## src/logic/ssm_consts.svh

```systemverilog
`ifndef SSM_CONSTS_SVH
`define SSM_CONSTS_SVH

// ----------------------------------------
// Clock and timing
// ----------------------------------------
`define SSM_CLK_HZ 20000000
`define SSM_GAP_NS 2000
`define SSM_GAP_CYC ((`SSM_GAP_NS * (`SSM_CLK_HZ / 1000000) + 999) / 1000)
`define SSM_POR_HOLD_CYC 16

// ----------------------------------------
// Frame and register layout
// ----------------------------------------
`define SSM_FRAME_BITS 16
`define SSM_CTRL_W 16
`define SSM_STAT_W 16
`define SSM_CTRL_RST 16'h0000
`define SSM_STAT_RST 16'h0000
`define SSM_CTRL_GATE_EN 0
`define SSM_STAT_MOTOR_LOW 15

`endif

```

## src/logic/ssm_pkg.sv

```systemverilog
package ssm_pkg;
    typedef enum logic [1:0] {
        SSM_POR,
        SSM_STANDBY,
        SSM_ACTIVE
    } ssm_mode_t;
endpackage

```

## src/logic/ssm_gap_timer.sv

```systemverilog
`timescale 1ns/10ps
`include "ssm_consts.svh"

module ssm_gap_timer #(
    parameter int GAP_CYC = `SSM_GAP_CYC,
    parameter int CNT_W = 8
) (
    // Clock and reset
    input wire logic clk,
    input wire logic rst,
    // Select line, high between frames
    input wire logic selectHigh,
    // Gap long enough
    output logic gapMet
);
    logic [CNT_W-1:0] count_q;

    // Saturating count of idle cycles; restarts at every frame
    always_ff @(posedge clk) begin
        if (rst || !selectHigh) begin
            count_q <= '0;
        end else if (count_q != CNT_W'(GAP_CYC)) begin
            count_q <= count_q + CNT_W'(1);
        end
    end

    assign gapMet = (count_q == CNT_W'(GAP_CYC));
endmodule

```

## src/logic/ssm_mode_ctrl.sv

```systemverilog
`timescale 1ns/10ps
`include "ssm_consts.svh"

module ssm_mode_ctrl #(
    parameter int FRAME_BITS = `SSM_FRAME_BITS,
    parameter int POR_HOLD_CYC = `SSM_POR_HOLD_CYC,
    parameter int GAP_CYC = `SSM_GAP_CYC
) (
    // Clock and reset
    input wire logic clk,
    input wire logic rst,
    // Supply comparators and enable pin
    input wire logic logicSupplyAboveRelease,
    input wire logic logicSupplyBelowDrop,
    input wire logic motorSupplyOk,
    input wire logic enablePin,
    // Serial link
    input wire logic select_low_n,
    input wire logic serialClk,
    input wire logic serialIn,
    output logic serialOut,
    output logic serialOutOen_n,
    // Fault events from diagnostics
    input wire logic [`SSM_STAT_W-1:0] faultEvent,
    // Mode and drive outputs
    output ssm_pkg::ssm_mode_t mode,
    output logic gateEnable,
    output logic chargePumpEn,
    output logic diagEnable,
    output logic cmdAccepted,
    output logic gapViolation,
    output logic [`SSM_CTRL_W-1:0] ctrlWord,
    output logic [`SSM_STAT_W-1:0] statusWord
);
    import ssm_pkg::*;

    // ----------------------------------------
    // Supply tracking and mode
    // ----------------------------------------
    localparam int HOLD_W = $clog2(POR_HOLD_CYC + 1);
    localparam int BIT_W = $clog2(FRAME_BITS + 1);

    ssm_mode_t mode_q;
    ssm_mode_t mode_d;
    logic supplyValid_q;
    logic [HOLD_W-1:0] porCount_q;
    logic clearAll_q;
    logic porDone;

    // Hysteresis between the release and drop levels
    always_ff @(posedge clk) begin
        if (rst) begin
            supplyValid_q <= 1'b0;
        end else if (logicSupplyBelowDrop) begin
            supplyValid_q <= 1'b0;
        end else if (logicSupplyAboveRelease) begin
            supplyValid_q <= 1'b1;
        end
    end

    // Internal reset stretched after the supply becomes valid
    always_ff @(posedge clk) begin
        if (rst || !supplyValid_q) begin
            porCount_q <= '0;
        end else if (!porDone) begin
            porCount_q <= porCount_q + HOLD_W'(1);
        end
    end

    assign porDone = (porCount_q == HOLD_W'(POR_HOLD_CYC));

    always_comb begin
        mode_d = mode_q;
        case (mode_q)
            SSM_POR: begin
                if (porDone) begin
                    mode_d = SSM_STANDBY;
                end
            end
            SSM_STANDBY: begin
                // Leaves standby only once the clear has been released
                if (porDone && enablePin && !clearAll_q) begin
                    mode_d = SSM_ACTIVE;
                end
            end
            SSM_ACTIVE: begin
                if (!enablePin) begin
                    mode_d = SSM_STANDBY;
                end
            end
            default: begin
                mode_d = SSM_POR;
            end
        endcase
        if (!supplyValid_q || !porDone) begin
            mode_d = SSM_POR;
        end
    end

    always_ff @(posedge clk) begin
        if (rst) begin
            mode_q <= SSM_POR;
        end else begin
            mode_q <= mode_d;
        end
    end

    // Registered clear; being a flop it cannot glitch into the async clears below
    always_ff @(posedge clk) begin
        if (rst) begin
            clearAll_q <= 1'b1;
        end else begin
            // Released one cycle ahead of active so the mode change sees the clear already gone
            clearAll_q <= !((mode_d == SSM_ACTIVE) || (mode_d == SSM_STANDBY && enablePin));
        end
    end

    // ----------------------------------------
    // Serial frame capture
    // ----------------------------------------
    logic [`SSM_CTRL_W-1:0] ctrl_q;
    logic [`SSM_STAT_W-1:0] status_q;
    logic [`SSM_STAT_W-1:0] statSet;
    logic sclkPrev_q;
    logic selPrev_q;
    logic [FRAME_BITS-1:0] shiftIn_q;
    logic [FRAME_BITS-1:0] shiftOut_q;
    logic [BIT_W-1:0] bitCount_q;
    logic frameGapOk_q;
    logic gapMet;
    logic frameStart;
    logic frameEnd;
    logic sclkRise;
    logic sclkFall;
    logic frameGood;

    assign frameStart = selPrev_q && !select_low_n;
    assign frameEnd = !selPrev_q && select_low_n;
    assign sclkRise = !sclkPrev_q && serialClk && !select_low_n;
    assign sclkFall = sclkPrev_q && !serialClk && !select_low_n;
    assign frameGood = frameEnd && frameGapOk_q && bitCount_q == BIT_W'(FRAME_BITS);

    ssm_gap_timer #(
        .GAP_CYC(GAP_CYC)
    ) u_gap (
        .clk(clk),
        .rst(rst || clearAll_q),
        .selectHigh(select_low_n),
        .gapMet(gapMet)
    );

    always_ff @(posedge clk) begin
        if (rst) begin
            sclkPrev_q <= 1'b0;
            selPrev_q <= 1'b1;
        end else begin
            sclkPrev_q <= serialClk;
            selPrev_q <= select_low_n;
        end
    end

    // Frame only counts if the preceding idle gap was long enough
    always_ff @(posedge clk or posedge clearAll_q) begin
        if (clearAll_q) begin
            frameGapOk_q <= 1'b0;
        end else if (frameStart) begin
            frameGapOk_q <= gapMet;
        end
    end

    always_ff @(posedge clk or posedge clearAll_q) begin
        if (clearAll_q) begin
            shiftIn_q <= '0;
            bitCount_q <= '0;
        end else if (frameStart) begin
            bitCount_q <= '0;
        end else if (sclkRise) begin
            shiftIn_q <= {shiftIn_q[FRAME_BITS-2:0], serialIn};
            if (bitCount_q != BIT_W'(FRAME_BITS)) begin
                bitCount_q <= bitCount_q + BIT_W'(1);
            end
        end
    end

    // Status is shifted out MSB first; first bit is ready as the frame opens
    always_ff @(posedge clk or posedge clearAll_q) begin
        if (clearAll_q) begin
            shiftOut_q <= '0;
        end else if (frameStart) begin
            shiftOut_q <= status_q;
        end else if (sclkFall) begin
            shiftOut_q <= {shiftOut_q[FRAME_BITS-2:0], 1'b0};
        end
    end

    // ----------------------------------------
    // Control and status registers
    // ----------------------------------------
    // Motor supply loss is reported in the sticky status but touches no control content
    always_comb begin
        statSet = faultEvent;
        statSet[`SSM_STAT_MOTOR_LOW] = faultEvent[`SSM_STAT_MOTOR_LOW] | !motorSupplyOk;
    end

    always_ff @(posedge clk or posedge clearAll_q) begin
        if (clearAll_q) begin
            ctrl_q <= `SSM_CTRL_RST;
        end else if (frameGood) begin
            ctrl_q <= shiftIn_q[`SSM_CTRL_W-1:0];
        end
    end

    // Sticky faults; a new event in the read-out cycle survives the clear
    always_ff @(posedge clk or posedge clearAll_q) begin
        if (clearAll_q) begin
            status_q <= `SSM_STAT_RST;
        end else if (frameGood) begin
            status_q <= statSet;
        end else begin
            status_q <= status_q | statSet;
        end
    end

    // ----------------------------------------
    // Registered outputs
    // ----------------------------------------
    always_ff @(posedge clk) begin
        if (rst) begin
            mode <= SSM_POR;
            gateEnable <= 1'b0;
            chargePumpEn <= 1'b0;
            diagEnable <= 1'b0;
        end else begin
            mode <= mode_d;
            gateEnable <= (mode_d == SSM_ACTIVE) && ctrl_q[`SSM_CTRL_GATE_EN] && supplyValid_q;
            chargePumpEn <= (mode_d == SSM_ACTIVE);
            diagEnable <= (mode_d == SSM_ACTIVE);
        end
    end

    always_ff @(posedge clk) begin
        if (rst) begin
            cmdAccepted <= 1'b0;
            gapViolation <= 1'b0;
            ctrlWord <= `SSM_CTRL_RST;
            statusWord <= `SSM_STAT_RST;
        end else begin
            cmdAccepted <= frameGood;
            gapViolation <= frameEnd && !frameGapOk_q && !clearAll_q;
            ctrlWord <= ctrl_q;
            statusWord <= status_q;
        end
    end

    // Output enable lags select by one cycle since it comes from a flop
    always_ff @(posedge clk) begin
        if (rst) begin
            serialOut <= 1'b0;
            serialOutOen_n <= 1'b1;
        end else begin
            serialOut <= shiftOut_q[FRAME_BITS-1];
            serialOutOen_n <= select_low_n || clearAll_q;
        end
    end
endmodule

```

## config.mk

```make
export PLATFORM = sky130hd
export DESIGN_NAME = ssm_mode_ctrl
export DESIGN_NICKNAME = d
export VERILOG_FILES = /design/src/logic/ssm_pkg.sv /design/src/logic/ssm_gap_timer.sv /design/src/logic/ssm_mode_ctrl.sv
export VERILOG_INCLUDE_DIRS = /design/src /design/src/logic
export SDC_FILE = /design/constraint.sdc
export NUM_CORES = 1
export LEC_CHECK = 0
export BUFFER_PORTS_ARGS = -buffer_cell sky130_fd_sc_hd__buf_2
export CAP_MARGIN = 15
export CORE_ASPECT_RATIO = 0.6
export CORE_MARGIN = 1.5
export CORE_UTILIZATION = 35
export DETAILED_ROUTE_END_ITERATION = 6
export GPL_ROUTABILITY_DRIVEN = 0
export GPL_TIMING_DRIVEN = 0
export SYNTH_ARGS = -nofsm -noshare
export SYNTH_HDL_FRONTEND = slang
export SYNTH_SLANG_ARGS = --single-unit
```

## constraint.sdc

```tcl
create_clock -name clk -period 2.46 [get_ports clk]
set_clock_uncertainty 0.2 [all_clocks]
set_input_delay 0.369 -clock clk [delete_from_list [all_inputs] [get_ports clk]]
set_output_delay 0.369 -clock clk [all_outputs]
set_load 0.03 [all_outputs]
```

Yosys cells after proc, flatten, opt, wreduce, memory -nomap -nowiden

Cells that the tools add are included.

Flip-flop bits (word level): 127
Logic and storage cells: 85

Add/subtract/negate cells: 3
Equality and inequality tests: 9
Mux-type cells: 11
Bitwise operators: 3
Reductions and logical operators: 38

Operator list:

| kind                                           | count |
|---|---|
| two-way mux 16 bit                             | 3 |
| OR 16 bit                                      | 1 |
| logical AND 1 bit                              | 15 |
| two-way mux 5 bit                              | 3 |
| adder 5 x 1 -> 5 bit (second input constant)   | 2 |
| == test 5 bit (second input constant)          | 2 |
| logical NOT 1 bit                              | 10 |
| adder 8 x 1 -> 8 bit (second input constant)   | 1 |
| == test 8 x 6 -> 1 bit (second input constant) | 1 |
| two-way mux 2 bit                              | 4 |
| != test 8 x 6 -> 1 bit (second input constant) | 1 |
| logical OR 1 bit                               | 6 |
| case mux 2 bit (3 select lines)                | 1 |
| nonzero test 2 bit                             | 3 |
| != test 5 bit (second input constant)          | 1 |
| == test 2 x 1 -> 1 bit (second input constant) | 2 |
| == test 2 bit (second input constant)          | 2 |
| AND reduction 2 bit                            | 2 |
| logical NOT 2 bit                              | 1 |
| OR reduction 2 bit                             | 1 |
| inverter 1 bit                                 | 1 |
| OR 1 bit                                       | 1 |

Longest topological paths before layout

Gate-level depths: netlist of run 1.

Word-level depth: 10
Mapped depth: 6
Mapped depth without buffers: 5

Hierarchy

Synthesis of run 1 repeated with hierarchy kept, for this count alone.

Cells, all modules: 385
Area total of the unflattened synthesis: 4,707.0 um^2

By module, submodules not included:

| module        | times used | cells an instance | area an instance (um^2) | seq. area each (um^2) |
|---|---|---|---|---|
| ssm_mode_ctrl | 1          | 338               | 4,294.1                 | 2,732.6 |
| ssm_gap_timer | 1          | 47                | 412.9                   | 160.2 |

Least setup slack after synthesis of run 1

OpenSTA, ideal clock, no wires.

Path kind: flip-flop to flip-flop
Start: reg bitCount_q[0]
End: reg ctrl_q[10]
Library setup time: 0.125 ns
Data arrival time: 1.595 ns
Required time: 2.135 ns
Setup slack: 0.540 ns
Cell stages (with the launch flop): 7
Path buffers: 1
Cells stage by stage: dfrtp_1 -> inv_1 -> ha_1 -> and4bb_2 -> nand4b_1 -> buf_2 -> mux2_2

Word-level cells in the longest chain between the ends: 2

Ends and longest elaborated chain:

| what                     | RTL line             | RTL |
|---|---|---|
| start: declaration       | ssm_mode_ctrl.sv:128 | `logic [BIT_W-1:0] bitCount_q;` |
| start signal: assignment | ssm_mode_ctrl.sv:180 | `bitCount_q <= bitCount_q + BIT_W'(1);` |
| == test 5 bit            | ssm_mode_ctrl.sv:141 | `assign frameGood = frameEnd && frameGapOk_q && bitCount_q == BIT_W'(FRAME_BITS);` |
| logical AND 1 bit        | ssm_mode_ctrl.sv:141 |  |
| end signal: assignment   | ssm_mode_ctrl.sv:207 | `` ctrl_q <= `SSM_CTRL_RST; `` |
| end signal: assignment   | ssm_mode_ctrl.sv:209 | `` ctrl_q <= shiftIn_q[`SSM_CTRL_W-1:0]; `` |
| end: declaration         | ssm_mode_ctrl.sv:121 | `` logic [`SSM_CTRL_W-1:0] ctrl_q; `` |

No other way between the ends.
A chain may end at the register's enable or synchronous reset.

Final worst setup path of run 1

Start: reg bitCount_q[0]
End: reg status_q[15]

Word-level cells in the longest chain between the ends: 3

Ends and longest elaborated chain:

| what                   | RTL line             | RTL |
|---|---|---|
| == test 5 bit          | ssm_mode_ctrl.sv:141 |  |
| logical AND 1 bit      | ssm_mode_ctrl.sv:141 |  |
| two-way mux 16 bit     | ssm_mode_ctrl.sv:217 | `end else if (frameGood) begin` |
| end signal: assignment | ssm_mode_ctrl.sv:216 | `` status_q <= `SSM_STAT_RST; `` |
| end signal: assignment | ssm_mode_ctrl.sv:218 | `status_q <= statSet;` |
| end signal: assignment | ssm_mode_ctrl.sv:220 | `status_q <= status_q \| statSet;` |
| end: declaration       | ssm_mode_ctrl.sv:122 | `` logic [`SSM_STAT_W-1:0] status_q; `` |

No other way between the ends.

==> results of run 1 <==
final timing paths:
kind,start,to,cells after the start
worst max-delay path,bitCount_q[0],status_q[15],6
worst min-delay path,logicSupplyAboveRelease,supplyValid_q,3
worst max register to register,bitCount_q[0],status_q[15],6
worst min register to register,clearAll_q,frameGapOk_q,1
max in group asynchronous,clearAll_q,shiftIn_q[0],1
min in group asynchronous,clearAll_q,frameGapOk_q,1
through the flow:
stage / TNS [ns] / util
final: 0 / 0.464
after global routing: 0 / 0.464
after CTS: 0 / 0.464
after detailed placement: 0 / 0.402
after global placement: -47.05 / 0.402
after floorplan: 0 / -
cells in the mapped netlist (all sizes together), types with 2 or more instances:
master	count	area share
nand3	7	0.0075
nand2	21	0.017
or3	8	0.011
nor2	10	0.012
dfrtp	70	0.38
nor3b	2	0.0032
a21o	15	0.024
ha	6	0.016
mux2i	17	0.036
o21ai	27	0.029
nand2b	3	0.0040
buf	8	0.014
inv	10	0.0080
xnor2	3	0.0056
a211o	2	0.0038
nor2b	36	0.048
nand4bb	2	0.0048
dfxtp	57	0.24
nor3	6	0.0064
or3b	4	0.0075
mux2	32	0.077
clkbuf	11	0.0088
a21oi	10	0.011
xor2	4	0.0075
flip-flops by register name, summed over array words and instances, names as in the netlist, 2 cells and up:
signal	count
shiftOut_q	16
porCount_q	5
bitCount_q	5
shiftIn_q	16
statusWord	16
ctrlWord	16
mode	2
ctrl_q	16
u_gap.count_q	8
status_q	16
final cells by class:
class,count,share of cell area
Timing Repair Buffer,83,0.0851
Tap cell,170,0.0354
Clock inverter,13,0.0254
Buffer,19,0.0175
Sequential cell,127,0.482
Inverter,10,0.00667
Multi-Input combinational cell,226,0.272
Clock buffer,19,0.0755
per-layer routing:
metal | wire length [um] | up-vias | share of wire
met4 | 109 | 0 | 0.011
met2 | 4140 | 60 | 0.43
li1 | - | 1510 | -
met3 | 387 | 10 | 0.040
met1 | 4920 | 1515 | 0.51
met5 | 0 | - | 0
where the power goes:
part           switching, mW  total (mW)  leakage (nW)  internal [mW]
Combinational          0.121       0.225          1.01          0.104
Clock                  0.989        2.56         0.293           1.57
Sequential            0.0475        2.20          1.37           2.16
Total                   1.16        4.99          2.67           3.83
cell families (layout without fill, tap and decap cells):
logic type | after synthesis | after routing | synth area share
flip-flops | 127 | 127 | 0.620
AND/OR/NAND/NOR | 108 | 108 | 0.136
AO/OA/AOI/OAI | 56 | 56 | 0.0707
multiplexers | 49 | 49 | 0.114
buffers and inverters | 29 | 144 | 0.0305
XOR/XNOR | 7 | 7 | 0.0131
adder cells (fa/ha/maj) | 6 | 6 | 0.0161
tightest hold or removal path, cell delays in order:
cell and delay, ns:
buf_2 0.07, nor2_1 0.03, nor3_1 0.11
==> results by group, run 1 <==
Run status
  • Run status: finished, final reports clean

Final layout
  • Layout filler cell count: 1220
  • Fraction of final layout cells with drive strength greater than 1: 0.260
  • Leading cell type in the layout, fill and taps excluded: dfrtp_1
  • Final nets: 515
  • Layout overhead on the synthesized area: 28.5%
  • Finished Cell Area: 6000 um2
  • Area of the multi-input gates: 1630 um2
  • Storage element area: 2890 um2
  • Non-filler instance count after layout: 667
  • Antenna Cells: 0
  • Most frequent cells in the layout: dfrtp_1, buf_2, dfxtp_1

Die
  • Floorplan die area: 14100 um2
  • Number of placement rows: 32
  • Die extent in y: 92.5 um
  • Horizontal die dimension: 152 um
  • Core Area: 12900 um2
  • Initial cell density of the core: 0.361
  • Top-level I/O count: 66

Critical path
  • Start-to-end type of the worst setup path: reg -> reg
  • Signal arrival time at the worst endpoint: 2.34 ns
  • Worst-path fanout max: 10
  • Worst Path Required: 2.56 ns
  • Category of the worst setup path launch point: flop
  • Reg-to-reg setup timing slack: 0.22 ns
  • Slowest cell on the critical path: dfrtp_1
  • Cell-by-cell listing of the critical path: inv_1, ha_1, and4bb_2, nand4b_1, buf_2, a211o_1
  • Category of the worst setup path capture point: flop
  • Worst path bufs/invs: 2
  • Biggest cell delay along the critical path: 0.41 ns
  • Largest delay share family, worst path: simple AND/OR/NAND/NOR gates

Synth
  • Count of synthesis-stage warnings from yosys: 0
  • Async set-reset flop share out of synthesis: 0.551
  • Register bit total from synthesis: 127
  • Number of standard cells after synthesis: 382
  • Portion of the post-synthesis area used by sequential elements: 0.620
  • EDFF count, synth: 0
  • Synth Net Count: 413
  • Post-Syn Area: 4670 um2
  • Average footprint of a synthesized cell: 12.2 um2
  • Most used DFF post-synth: dfrtp_1
  • Unique cell type count in the Yosys netlist: 39

Place
  • Placed Instances: 616
  • I/O Buffers: 64
  • Worst slack, placed: 0.270 ns
  • Post-detailed-placement cell area: 5200 um2
  • Final HPWL from detailed placement: 6290 um

Route
  • Number of iterations in the first detailed-routing pass: 4
  • Post-route DRC: 0
  • Number of violations reported at the end of detailed-routing iteration 0: 105
  • Mean number of vias per cell: 4.64
  • Number of vias after detailed routing: 3095
  • Routed wire length: 9560 um
  • Antenna Nets Post-Route: 0
  • Detail-routed net length per standard cell: 14.3 um

Timing
  • Post-route worst setup slack: 0.218 ns
  • Total of endpoints with negative setup slack in the final report: 0
  • RSZ-0062 raised after global routing: no
  • Max transition margin: 0.417
  • Maximum achievable frequency: 446 MHz
  • Period minus WS final: 2.24 ns
  • Share of the clock period used by the worst path: 0.911
  • Hold violation count in the final report: 0
  • Fin. max-slew vios: 0
  • Slew at the pin closest to its max-slew limit: 0.875 ns
  • Hold Worst Slack: 0.0140 ns

GRT
  • Antenna violations before repair: 1
  • Met3 global-route usage: 0.0473
  • Global Route met1 Usage: 0.203
  • Overflow left after global routing: 0
  • GRT met2 Usage: 0.210
  • Vias in the first global route: 3187
  • Pin count of the biggest net entering global routing: 71
  • Global router's overall resource usage: 0.146
  • Global-route wire length before repair: 15900 um
  • Most Used Layer, Global Route: met2

Clock tree
  • CTS root buf: clkbuf_16
  • Cells resized by post-CTS repair: 0
  • Clock transition at path regs: 0.06 ns
  • H-tree depth: 4
  • Clock tree from TritonCTS: done
  • Clock insertion delay at the later pin of the skew report: 0.41 ns
  • Number of hold-repair buffers added at the cts stage: 19
  • Post-CTS Setup Inserts: 0
  • Max clock buf depth: 2
  • Clk sink count: 127
  • Number of buffers added by the clock tree synthesis step: 17

Run
  • Max-cap viol count: 0

Power
  • Power density cells: 831 nW/um2
  • Sum of internal, switching and leakage power: 4.99 mW
  • Leakage dissipation: 2.67 nW
  • Worst VDD drop: 0.466 mV

Worst hold path
  • Type of the tightest min-delay check: in -> reg
Note: power is estimated with default switching activity, not from simulation.
==> run 2: changes to the inputs <==
--- a/config.mk
+++ b/config.mk
@@ -9,11 +9,12 @@
 export BUFFER_PORTS_ARGS = -buffer_cell sky130_fd_sc_hd__buf_2
 export CAP_MARGIN = 15
 export CORE_ASPECT_RATIO = 0.6
-export CORE_MARGIN = 1.5
-export CORE_UTILIZATION = 35
+export CORE_MARGIN = 2
+export CORE_UTILIZATION = 51
 export DETAILED_ROUTE_END_ITERATION = 6
 export GPL_ROUTABILITY_DRIVEN = 0
 export GPL_TIMING_DRIVEN = 0
+export PLACE_DENSITY = 0.75
 export SYNTH_ARGS = -nofsm -noshare
 export SYNTH_HDL_FRONTEND = slang
 export SYNTH_SLANG_ARGS = --single-unit
==> results by group, run 2 (same netlist as run 1, synthesis figures left out) <==
Worst hold path
  • Type of the tightest min-delay check: in -> reg
  • Endpoint of the worst hold path: sclkPrev_q
  • Hold_sp: serialClk
  • Number of cells on the worst hold path: 2

GRT
  • Vias in the first global route: 3051
  • Global-route wire length before repair: 14800 um
  • Pin count of the biggest net entering global routing: 71
  • Overflow left after global routing: 0
  • Antenna violations before repair: 0
  • Global router's overall resource usage: 0.194

Critical path
  • Start-to-end type of the worst setup path: reg -> reg
  • Worst Reg2Reg Path Length in Cells: 6
  • Reg-to-reg setup timing slack: 0.24 ns
  • Reg2reg end: ctrl_q[2]
  • Signal arrival time at the worst endpoint: 2.31 ns
  • Category of the worst setup path capture point: flop
  • Category of the worst setup path launch point: flop
  • Worst-path fanout max: 10
  • Worst Path Required: 2.55 ns
  • Reg-to-reg critical path startpoint: bitCount_q[0]

Power
  • Power density cells: 823 nW/um2
  • Sum of internal, switching and leakage power: 4.87 mW
  • Leakage dissipation: 2.66 nW
  • Worst VDD drop: 0.504 mV

Die
  • Number of placement rows: 26
  • Die extent in y: 78.1 um
  • Top-level I/O count: 66
  • Core Area: 8690 um2
  • Floorplan die area: 9960 um2
  • Initial cell density of the core: 0.538
  • Horizontal die dimension: 128 um

Clock tree
  • Clock insertion delay at the later pin of the skew report: 0.41 ns
  • Clock tree from TritonCTS: done
  • Max clock buf depth: 2
  • Post-CTS Setup Inserts: 0
  • Cells resized by post-CTS repair: 0
  • Clk sink count: 127
  • H-tree depth: 4
  • Clock transition at path regs: 0.06 ns
  • CTS root buf: clkbuf_16
  • Number of buffers added by the clock tree synthesis step: 17

Timing
  • Accumulated negative setup slack: 0 ns
  • Fin. max-slew vios: 0
  • Maximum achievable frequency: 451 MHz
  • Max transition margin: 0.434
  • Total of endpoints with negative setup slack in the final report: 0
  • Hold violation count in the final report: 0
  • RSZ-0062 raised after global routing: no
  • Share of the clock period used by the worst path: 0.902
  • Post-route worst setup slack: 0.242 ns
  • Slew at the pin closest to its max-slew limit: 0.849 ns
  • Period minus WS final: 2.22 ns

Place
  • I/O Buffers: 64
  • Placed Instances: 558
  • Post-detailed-placement cell area: 5130 um2
  • Final HPWL from detailed placement: 5940 um
  • Worst slack, placed: 0.264 ns

Final layout
  • Non-filler instance count after layout: 610
  • Antenna Cells: 0
  • Final nets: 516
  • Area of the multi-input gates: 1630 um2
  • Layout overhead on the synthesized area: 26.8%
  • Leading cell type in the layout, fill and taps excluded: dfrtp_1
  • Finished Cell Area: 5920 um2
  • Fraction of final layout cells with drive strength greater than 1: 0.259
  • Layout filler cell count: 656
  • Storage element area: 2890 um2
  • Most frequent cells in the layout: dfrtp_1, buf_2, dfxtp_1

Route
  • Post-route DRC: 0
  • Number of violations reported at the end of detailed-routing iteration 0: 160
  • Antenna Nets Post-Route: 0
  • Detail-routed net length per standard cell: 14.8 um
  • Routed wire length: 9050 um
  • Mean number of vias per cell: 5.11
  • Number of iterations in the first detailed-routing pass: 4
  • Number of vias after detailed routing: 3116

Run status
  • Run status: finished, final reports clean

Run
  • Max-cap viol count: 0
==> run 2: routing by layer <==
metal  share of wire  vias up  GRT usage  wire length, um
li1                -     1515          -                -
met1            0.49     1526      0.271             4470
met2            0.45       67      0.281             4110
met3           0.043        8     0.0668              387
met4          0.0091        0     0.0681               82
met5               0        -          0                0
==> run 2: how the worst max path moves through the flow <==
| stage | slack (ns) | startpoint | end | cells after the start |
|---|---|---|---|---|
| floorplan | 0.15 | clearAll_q | bitCount_q[0] | 1 |
| global placement | -0.61 | clearAll_q | status_q[7] | 1 |
| detailed placement | 0.26 | bitCount_q[0] | ctrl_q[2] | 6 |
| CTS | 0.23 | bitCount_q[0] | ctrl_q[2] | 6 |
| global route | 0.11 | bitCount_q[0] | ctrl_q[2] | 6 |
| finish | 0.24 | bitCount_q[0] | ctrl_q[2] | 6 |
==> run 2: report_power, final <==
part / switching [mW] / total [mW] / internal (mW)
Clock: 0.939 / 2.44 / 1.50
Combinational: 0.121 / 0.226 / 0.105
Sequential: 0.0483 / 2.20 / 2.16
Total: 1.11 / 4.87 / 3.76
==> run 2: what timing repair did <==
item                       4_1_cts  5_1_grt
setup endpoints to repair        0        0
hold endpoints to repair        20        1
hold buffers                    19        1
==> run 2: final cells by class <==
type	instances	share of cell area
flip-flops and latches	127	0.489
multi-input cells	226	0.276
repair buffers	84	0.0879
clock buffers	17	0.0719
clock inverters	15	0.0273
well taps	112	0.0237
plain buffers	19	0.0178
inverters	10	0.00676
==> run 2: per-stage QoR <==
step | hold WS (ns) | util
final | 0.0209 | 0.682
after global routing | 0.0156 | 0.682
after floorplan | 0.235 | -
after global placement | 0.266 | 0.591
after detailed placement | 0.266 | 0.591
after CTS | 0.00205 | 0.680
==> run 2: worst max-delay path, cell delays in order, from the launching register on <==
cell      delay [ns]
dfrtp_1         0.41
inv_1           0.07
ha_1            0.18
and4bb_2        0.26
nand4b_1        0.26
buf_2           0.34
mux2_2          0.38
